$ cat config.mk
export PLATFORM = sky130hd
export DESIGN_NAME = cce_regs
export DESIGN_NICKNAME = d
export VERILOG_FILES = /design/src/rtl/cce_pkg.sv /design/src/rtl/cce_regs.sv /design/src/rtl/cce_watchdog.sv
export SDC_FILE = /design/constraint.sdc
export NUM_CORES = 1
export LEC_CHECK = 0
export BUFFER_PORTS_ARGS = -buffer_cell sky130_fd_sc_hd__clkbuf_2
export CAP_MARGIN = 15
export CORE_ASPECT_RATIO = 0.6
export CORE_MARGIN = 5
export CORE_UTILIZATION = 25
export CTS_CLUSTER_DIAMETER = 150
export CTS_CLUSTER_SIZE = 24
export DETAILED_ROUTE_END_ITERATION = 8
export PLACE_DENSITY = 0.53
export SYNTH_ARGS = -nofsm -noshare
export SYNTH_HDL_FRONTEND = slang
export SYNTH_SLANG_ARGS = --single-unit
$ cat constraint.sdc
create_clock -name clk_sys -period 2.6 [get_ports clk_sys]
set_input_delay 0.26 -clock clk_sys [delete_from_list [all_inputs] [get_ports clk_sys]]
set_output_delay 0.26 -clock clk_sys [all_outputs]
set_load 0.01 [all_outputs]
$ cat src/rtl/cce_pkg.sv
// Purpose: constants for the control channel error register bank
// Assumes: 200 MHz register clock, APB with 32-bit data
// Notes:   printed offsets are word indexes; byte address is index times four
package cce_pkg;

	// ---------------------------------------------------------------
	// timing
	// ---------------------------------------------------------------
	localparam int CLK_PERIOD_NS   = 5;
	localparam int WDOG_TIMEOUT_NS = 100000;
	localparam int WDOG_CYCLES     = WDOG_TIMEOUT_NS / CLK_PERIOD_NS;

	// ---------------------------------------------------------------
	// register map
	// ---------------------------------------------------------------
	localparam logic [11:0] IDX_STATUS  = 12'h06d;
	localparam logic [11:0] IDX_CONFIG  = 12'h06e;
	localparam logic [11:0] ADDR_STATUS = {IDX_STATUS[9:0], 2'b00};
	localparam logic [11:0] ADDR_CONFIG = {IDX_CONFIG[9:0], 2'b00};

	localparam logic [7:0] STATUS_RESET = 8'h00;
	localparam logic [7:0] CONFIG_RESET = 8'h20;
	localparam logic [7:0] STATUS_WMASK = 8'he0;
	localparam logic [7:0] STATUS_FLAGS = 8'h1f;
	localparam logic [7:0] CONFIG_WMASK = 8'h3f;

	// status fields
	localparam int ST_MASTER_LINK_ERR = 4;
	localparam int ST_MASTER_TIMEOUT  = 3;
	localparam int ST_SLAVE_LINK_ERR  = 2;
	localparam int ST_SLAVE_TIMEOUT   = 1;
	localparam int ST_ECHO_MISMATCH   = 0;

	// config fields
	localparam int CF_REMOTE_DISABLE  = 5;
	localparam int CF_ABORT_ON_CRC    = 4;
	localparam int CF_INT_READ_ACK    = 2;
	localparam int CF_DATA_CHECK      = 1;
	localparam int CF_ENH_CHECK       = 0;

endpackage

$ cat src/rtl/cce_regs.sv
// Purpose: error flags and controls of the bidirectional control channel
// Assumes: event inputs are one-cycle pulses synchronous to clk_sys
// Notes:   APB slave, zero wait states, one setup and one access cycle
//
// The APB register port was decided locally.
`timescale 1ns/100ps
`default_nettype none
// How it works
// - link fault while master path awaits response sets master link error; read clears
// - watchdog expiry while master path awaits response sets master timeout; read clears
// - link fault while slave path awaits response sets slave link error; read clears
// - watchdog expiry while slave path awaits response sets slave timeout; read clears
// - echoed byte differing from sent byte sets echo mismatch flag; read clears
// - remote disable bit, reset one, blocks local master remote accesses
// - local master accesses to own registers always proceed
// - abort on CRC fault ends transaction only with enhanced checking on
// - internal read ack bit acknowledges start of every remote slave read
// - returned data check bit enables comparing data returned in ack cycles
// - with check on, bad returned data turns remote ack into nack
// - enhanced checking bit enables only termination on CRC fault; error flags are set without it
module cce_regs
	import cce_pkg::*;
#(
	parameter int WDOG_CYC = WDOG_CYCLES
) (
	input  wire logic        clk_sys,
	input  wire logic        rst,
	input  wire logic        psel,
	input  wire logic        penable,
	input  wire logic        pwrite,
	input  wire logic [11:0] paddr,
	input  wire logic [31:0] pwdata,
	output var  logic [31:0] prdata,
	output var  logic        pready,
	output var  logic        pslverr,
	input  wire logic        master_active,
	input  wire logic        slave_active,
	input  wire logic        frame_sent,
	input  wire logic [7:0]  frame_data,
	input  wire logic        resp_valid,
	input  wire logic [7:0]  resp_data,
	input  wire logic        bc_crc_err,
	input  wire logic        bc_lock_loss,
	input  wire logic        i2c_m_req,
	input  wire logic        i2c_m_req_local,
	input  wire logic        ack_valid,
	input  wire logic [7:0]  ack_data,
	input  wire logic        slave_read_start,
	output var  logic        fwd_remote_req,
	output var  logic        local_reg_req,
	output var  logic        remote_reject,
	output var  logic        abort_xact,
	output var  logic        internal_ack,
	output var  logic        ack_to_local,
	output var  logic        nack_to_local,
	output var  logic        resp_pending
);

	// ---------------------------------------------------------------
	// state
	// ---------------------------------------------------------------
	typedef struct packed {
		logic [7:0]  status;
		logic [7:0]  cfg;
		logic [7:0]  rd_clr;
		logic [31:0] prdata;
		logic        pready;
		logic        pslverr;
		logic        pending;
		logic        pend_master;
		logic        pend_slave;
		logic [7:0]  sent_data;
		logic        fwd_remote_req;
		logic        local_reg_req;
		logic        remote_reject;
		logic        abort_xact;
		logic        internal_ack;
		logic        ack_to_local;
		logic        nack_to_local;
	} cce_state_t;

	cce_state_t q;
	cce_state_t next_q;
	logic       wdog_expire;

	function automatic logic is_status(input logic [11:0] a);
		return a == ADDR_STATUS;
	endfunction

	function automatic logic is_config(input logic [11:0] a);
		return a == ADDR_CONFIG;
	endfunction

	// ---------------------------------------------------------------
	// watchdog
	// ---------------------------------------------------------------
	cce_watchdog #(
		.WDOG_CYC (WDOG_CYC)
	) u_wdog (
		.clk_sys (clk_sys),
		.rst     (rst),
		.run     (q.pending),
		.restart (frame_sent),
		.expire  (wdog_expire)
	);

	// ---------------------------------------------------------------
	// next state
	// ---------------------------------------------------------------
	logic       setup;
	logic       done;
	logic       link_fault;
	logic       crc_abort;
	logic [7:0] set_bits;
	logic [7:0] clr_bits;

	always_comb begin
		next_q     = q;
		setup      = psel && !penable;
		done       = psel && penable && q.pready;
		link_fault = q.pending && (bc_crc_err || bc_lock_loss);
		crc_abort  = q.pending && bc_crc_err && q.cfg[CF_ABORT_ON_CRC] && q.cfg[CF_ENH_CHECK];
		set_bits   = 8'h00;
		clr_bits   = 8'h00;

		next_q.fwd_remote_req = 1'b0;
		next_q.local_reg_req  = 1'b0;
		next_q.remote_reject  = 1'b0;
		next_q.abort_xact     = 1'b0;
		next_q.internal_ack   = 1'b0;
		next_q.ack_to_local   = 1'b0;
		next_q.nack_to_local  = 1'b0;

		// flag sources
		set_bits[ST_MASTER_LINK_ERR] = link_fault && q.pend_master;
		set_bits[ST_MASTER_TIMEOUT]  = wdog_expire && q.pend_master;
		set_bits[ST_SLAVE_LINK_ERR]  = link_fault && q.pend_slave;
		set_bits[ST_SLAVE_TIMEOUT]   = wdog_expire && q.pend_slave;
		set_bits[ST_ECHO_MISMATCH]   = q.pending && resp_valid && resp_data != q.sent_data;

		// response tracking for the watchdog
		if (frame_sent) begin
			next_q.pending     = 1'b1;
			next_q.pend_master = master_active;
			next_q.pend_slave  = slave_active;
			next_q.sent_data   = frame_data;
		end else if (resp_valid || wdog_expire || crc_abort) begin
			next_q.pending     = 1'b0;
			next_q.pend_master = 1'b0;
			next_q.pend_slave  = 1'b0;
		end
		next_q.abort_xact = crc_abort;

		// local master routing
		if (i2c_m_req) begin
			if (i2c_m_req_local) begin
				next_q.local_reg_req = 1'b1;
			end else if (q.cfg[CF_REMOTE_DISABLE]) begin
				next_q.remote_reject = 1'b1;
			end else begin
				next_q.fwd_remote_req = 1'b1;
			end
		end

		next_q.internal_ack = slave_read_start && q.cfg[CF_INT_READ_ACK];

		// returned data in ack cycles
		if (ack_valid) begin
			if (q.cfg[CF_DATA_CHECK] && ack_data != q.sent_data) begin
				next_q.nack_to_local = 1'b1;
			end else begin
				next_q.ack_to_local = 1'b1;
			end
		end

		// apb: answer is prepared in setup, committed in access
		next_q.pready = setup;
		if (setup) begin
			next_q.pslverr = 1'b0;
			next_q.rd_clr  = 8'h00;
			if (is_status(paddr)) begin
				next_q.prdata = {24'h00_0000, q.status};
				if (!pwrite) begin
					next_q.rd_clr = q.status & STATUS_FLAGS;
				end
			end else if (is_config(paddr)) begin
				next_q.prdata = {24'h00_0000, q.cfg};
			end else begin
				next_q.prdata  = 32'h0000_0000;
				next_q.pslverr = 1'b1;
			end
		end

		if (done) begin
			if (!pwrite) begin
				// only what was shown is cleared, so a late event is kept
				clr_bits = q.rd_clr;
			end else if (is_status(paddr)) begin
				next_q.status = (pwdata[7:0] & STATUS_WMASK) | (q.status & ~STATUS_WMASK);
			end else if (is_config(paddr)) begin
				next_q.cfg = (pwdata[7:0] & CONFIG_WMASK) | (q.cfg & ~CONFIG_WMASK);
			end
		end

		// set wins over clear-on-read
		next_q.status = (next_q.status & ~clr_bits) | set_bits;
	end

	always_ff @(posedge clk_sys) begin
		if (rst) begin
			q        <= '0;
			q.status <= STATUS_RESET;
			q.cfg    <= CONFIG_RESET;
		end else begin
			q <= next_q;
		end
	end

	// ---------------------------------------------------------------
	// outputs
	// ---------------------------------------------------------------
	assign prdata         = q.prdata;
	assign pready         = q.pready;
	assign pslverr        = q.pslverr;
	assign fwd_remote_req = q.fwd_remote_req;
	assign local_reg_req  = q.local_reg_req;
	assign remote_reject  = q.remote_reject;
	assign abort_xact     = q.abort_xact;
	assign internal_ack   = q.internal_ack;
	assign ack_to_local   = q.ack_to_local;
	assign nack_to_local  = q.nack_to_local;
	assign resp_pending   = q.pending;
endmodule // cce_regs
`default_nettype wire

$ cat src/rtl/cce_watchdog.sv
// Purpose: channel watchdog, counts while a remote response is pending
// Assumes: run is a level, restart a one-cycle pulse
// Notes:   expire is a one-cycle registered pulse
`timescale 1ns/100ps
`default_nettype none
module cce_watchdog #(
	parameter int WDOG_CYC = 20000
) (
	input  wire logic clk_sys,
	input  wire logic rst,
	input  wire logic run,
	input  wire logic restart,
	output var  logic expire
);

	localparam logic [31:0] LAST = 32'(WDOG_CYC - 1);

	typedef struct packed {
		logic [31:0] cnt;
		logic        expire;
	} cce_wd_state_t;

	cce_wd_state_t q;
	cce_wd_state_t next_q;

	always_comb begin
		next_q        = q;
		next_q.expire = 1'b0;
		if (!run || restart) begin
			next_q.cnt = 32'h0000_0000;
		end else if (q.cnt == LAST) begin
			next_q.cnt    = 32'h0000_0000;
			next_q.expire = 1'b1;
		end else begin
			next_q.cnt = q.cnt + 32'h0000_0001;
		end
	end

	always_ff @(posedge clk_sys) begin
		if (rst) begin
			q <= '0;
		end else begin
			q <= next_q;
		end
	end

	assign expire = q.expire;
endmodule // cce_watchdog
`default_nettype wire

==> metrics.log <==
INFO  metric status = complete, no violations
INFO  metric grt_most_used_layer = met1
INFO  metric slowest_delay = 0.77 ns
INFO  metric post_cts_hold_buffer_count = 0
INFO  metric syn-cell-area = 3820 sq um
INFO  metric final_hold_viol_count = 0
INFO  metric clock_tree.buffer_depth = 2
INFO  metric average_cell_area_after_synthesis = 8.65 sq um
INFO  metric timing.final.crit_share = 87.2%
INFO  metric clock_sink_count = 80
INFO  metric use_met2 = 14.4%
INFO  metric postLayoutSetupSlackWorst = 0.334 ns
INFO  metric global_route.usage.met1 = 17.3%
INFO  metric grt.overflow.total = 0
INFO  metric max_cap_viol_count = 0
INFO  metric antenna_found_initial = 0
INFO  metric num_io_pins = 125
INFO  metric tightestPinTransition = 0.658 ns
INFO  metric arrival_time_of_data_at_the_critical_path_endpoint = 2.53 ns
INFO  metric finalWirelength = 10.3 mm
INFO  metric yosysWarnings = 0
INFO  metric r2r_slack = 0.33 ns
INFO  metric routed-via-count = 3413
INFO  metric netlist.area_leader.share = 42.0%
INFO  metric root_buffer = sky130_fd_sc_hd__clkbuf_16
INFO  metric place.port_buffers = 76
INFO  metric fp.dieArea = 17900 sq um
INFO  metric worst_setup_path_end_kind = register
INFO  metric synth_async_sr_flop_share = 0%
INFO  metric numCtsBuffers = 9
INFO  metric post-route-cell-area = 4600 sq um
INFO  metric overall_die_height = 106 microns
INFO  metric insertedDiodeCount = 0
INFO  metric yosys-top-cells-area = sky130_fd_sc_hd__dfxtp_1 42%, sky130_fd_sc_hd__buf_4 6.3%, sky130_fd_sc_hd__xnor2_1 4.8%
INFO  metric worst_hold_path_type = input pin to register
INFO  metric ir_drop = 0.000332 V
INFO  metric synth.lib_cells_used.distinct = 42
INFO  metric power.density = 621 nW/um^2
INFO  metric predominant_post_synthesis_flop_cell = sky130_fd_sc_hd__dfxtp_1
INFO  metric cell_chain_critical_path = nand3_1 -> or4_1 -> or4_1 -> a21oi_1
INFO  metric cts.htree.levels = 3
INFO  metric number_of_enable_type_register_cells_in_the_synthesized_netlist = 0
INFO  metric post-route-util = 30.4%
INFO  metric synthToLayoutAreaGrowth = 20.6%
INFO  metric postCtsResizedCells = 0
INFO  metric final-setup-viol-count = 0
INFO  metric power.static_leakage = 1.67 nW
INFO  metric clock_tree_from_tritoncts = yes
INFO  metric clock_insertion_delay_worst_skew = 0.33 ns
INFO  metric routed_wire_length_per_instance = 14.4 microns
INFO  metric placed_cell_area = 4270 sq um
INFO  metric groute.layer.met3.usage = 3.56%
INFO  metric nFillCells = 1639
INFO  metric place_ws = 0.329 ns
INFO  metric first_global_vias = 3098
INFO  metric setup_total_negative_slack = 0 ns
INFO  metric critPathRequiredTime = 2.86 ns
INFO  metric first_pass_grt_wire_length = 15.9 mm
INFO  metric fp.dieW = 170 microns
INFO  metric post-layout-total-power = 0.00286 W
INFO  metric initial_utilization = 25.2%
INFO  metric clk_pin_slew = 0.06 ns
INFO  metric placementRows = 35
INFO  metric syn_inst = 441
INFO  metric highest_attainable_clock_frequency = 441 MHz
INFO  metric finalCriticalPeriod = 2.27 ns
INFO  metric synthDominantAreaCellType = sky130_fd_sc_hd__dfxtp_1
INFO  metric drt_pass1_iterations = 5
INFO  metric final_count_of_pins_violating_max_slew = 0
INFO  metric ys_seq_elements = 80
INFO  metric worst_path_most_repeated_cell = sky130_fd_sc_hd__or4_1
INFO  metric max-slew-margin-rel = 56.1%
INFO  metric placed_wire_length_estimate_after_detailed_placement = 7.81 mm
INFO  metric globalRouteTotalUtil = 11.0%
INFO  metric synth-seq-area-share = 42.0%
INFO  metric critical_path.max_fanout = 18
INFO  metric grt_setup_unrepaired = false
INFO  metric post_route_cells_drive_above_1_share = 19.8%
INFO  metric fin_clk_skew = 0.00536 ns
INFO  metric critical_path.startpoint_type = register
INFO  metric layout.nets = 590
INFO  metric timing_worst_setup_path_type = register to register
INFO  metric post_cts.repair.setup_buffers = 0
INFO  metric drt_iter0_drc = 215
INFO  metric grt_max_degree = 48
INFO  metric drc = 0
INFO  metric gp_routability_congestion = 0.820
INFO  metric post_drt_via_cell_ratio = 4.78
INFO  metric ant_nets = 0
INFO  metric worst_path_max_delay_cell = sky130_fd_sc_hd__or4_1
INFO  metric core = 15200 sq um
==> area by class of cell <==
type	instances	area, sq um	area share [%]
clock inverter	2	60.1	1.30
clock buffer	14	274	5.95
multi-input combinational	328	1970	42.7
sequential	80	1600	34.8
timing repair buffer	83	433	9.40
inverter	4	15.0	0.326
tap	203	254	5.52
==> worst max-delay path: cells and delay by family, from the launching register on <==
| family | cells | cell delay, ns |
|---|---|---|
| simple gates | 3 | 1.47 |
| flops | 1 | 0.56 |
| compound gates | 1 | 0.16 |
==> logic make-up (layout without fill, tap and decap cells) <==
logic type / after synthesis / after routing / synth area share (%)
simple gates: 187 / 187 / 27.5
flops: 80 / 80 / 42.0
compound gates: 78 / 78 / 12.3
buf+inv: 56 / 103 / 8.79
xor+xnor: 27 / 27 / 6.20
mux: 11 / 11 / 2.89
fa+ha+maj: 1 / 1 / 0.328
other cells: 1 / 24 / 0.0983
==> placed cells by master, fill, tap and decap left out, types with 2 or more instances in the layout <==
cell,count
sky130_fd_sc_hd__nor2b_1,4
sky130_fd_sc_hd__clkbuf_1,2
sky130_fd_sc_hd__clkbuf_2,76
sky130_fd_sc_hd__or3_1,7
sky130_fd_sc_hd__conb_1,24
sky130_fd_sc_hd__xnor2_1,21
sky130_fd_sc_hd__mux2i_1,11
sky130_fd_sc_hd__a22oi_1,6
sky130_fd_sc_hd__nor4b_1,4
sky130_fd_sc_hd__nand4b_1,5
sky130_fd_sc_hd__nand3_1,23
sky130_fd_sc_hd__dfxtp_1,80
sky130_fd_sc_hd__o21a_1,2
sky130_fd_sc_hd__inv_1,4
sky130_fd_sc_hd__and3b_1,3
sky130_fd_sc_hd__a221oi_1,6
sky130_fd_sc_hd__nor3b_1,3
sky130_fd_sc_hd__clkbuf_16,9
sky130_fd_sc_hd__o31ai_1,8
sky130_fd_sc_hd__nor4bb_1,2
sky130_fd_sc_hd__a21oi_1,33
sky130_fd_sc_hd__buf_4,7
sky130_fd_sc_hd__or4_1,9
sky130_fd_sc_hd__nand2_1,29
sky130_fd_sc_hd__and4b_1,3
sky130_fd_sc_hd__nor2_1,40
sky130_fd_sc_hd__nand4_1,19
sky130_fd_sc_hd__and4_1,9
sky130_fd_sc_hd__and3_1,4
sky130_fd_sc_hd__nor4_1,7
sky130_fd_sc_hd__bufinv_16,2
sky130_fd_sc_hd__nor3_1,11
sky130_fd_sc_hd__xor2_1,6
sky130_fd_sc_hd__o21ai_0,20
sky130_fd_sc_hd__clkbuf_8,3
==> through the flow <==
step                instances  hold WS (ns)
floorplan                 464         0.337
global route              714         0.122
finish                    714         0.130
CTS                       714         0.114
global placement          698         0.439
detailed placement        698         0.445
==> synth_stat cells (5+ instances only) <==
| library cell | n |
|---|---|
| sky130_fd_sc_hd__dfxtp_1 | 80 |
| sky130_fd_sc_hd__nor2_1 | 40 |
| sky130_fd_sc_hd__a21oi_1 | 33 |
| sky130_fd_sc_hd__buf_4 | 32 |
| sky130_fd_sc_hd__nand2_1 | 29 |
| sky130_fd_sc_hd__nand3_1 | 23 |
| sky130_fd_sc_hd__xnor2_1 | 21 |
| sky130_fd_sc_hd__o21ai_0 | 20 |
| sky130_fd_sc_hd__nand4_1 | 19 |
| sky130_fd_sc_hd__clkbuf_1 | 14 |
| sky130_fd_sc_hd__mux2i_1 | 11 |
| sky130_fd_sc_hd__nor3_1 | 11 |
| sky130_fd_sc_hd__and4_1 | 9 |
| sky130_fd_sc_hd__or4_1 | 9 |
| sky130_fd_sc_hd__o31ai_1 | 8 |
| sky130_fd_sc_hd__nor4_1 | 7 |
| sky130_fd_sc_hd__or3_1 | 7 |
| sky130_fd_sc_hd__a221oi_1 | 6 |
| sky130_fd_sc_hd__a22oi_1 | 6 |
| sky130_fd_sc_hd__xor2_1 | 6 |
| sky130_fd_sc_hd__nand4b_1 | 5 |
==> state kept, by name (all words and copies together) (netlist names) <==
name	cells
u_wdog.q	32
q	29
prdata	8
abort_xact	1
ack_to_local	1
fwd_remote_req	1
internal_ack	1
local_reg_req	1
nack_to_local	1
pready	1
pslverr	1
remote_reject	1
resp_pending	1
u_wdog.expire	1
==> per-layer routing <==
metal / wire [microns] / share of wire, %
met1: 5360 / 52
met2: 4030 / 39
met3: 808 / 7.9
met4: 61 / 0.59
met5: 0 / 0
==> final timing paths <==
kind	start	endpoint	depth (start not counted)
worst min-delay path	i2c_m_req_local	fwd_remote_req$_SDFF_PP0_	2
worst min register to register	q[56]$_SDFFE_PP0P_	q[56]$_SDFFE_PP0P_	2
worst max-delay path	u_wdog.q[6]$_SDFF_PP0_	u_wdog.q[26]$_SDFF_PP0_	4
worst max register to register	u_wdog.q[6]$_SDFF_PP0_	u_wdog.q[26]$_SDFF_PP0_	4
==> power breakdown <==
| part | total (W) | switching, W | internal (W) |
|---|---|---|---|
| sequential | 0.00127 | 0.0000186 | 0.00125 |
| combinational | 0.000186 | 0.000102 | 0.0000838 |
| clock | 0.00141 | 0.000488 | 0.000921 |
| total | 0.00286 | 0.000609 | 0.00225 |
No activity file was read; power rests on OpenSTA's default activity.
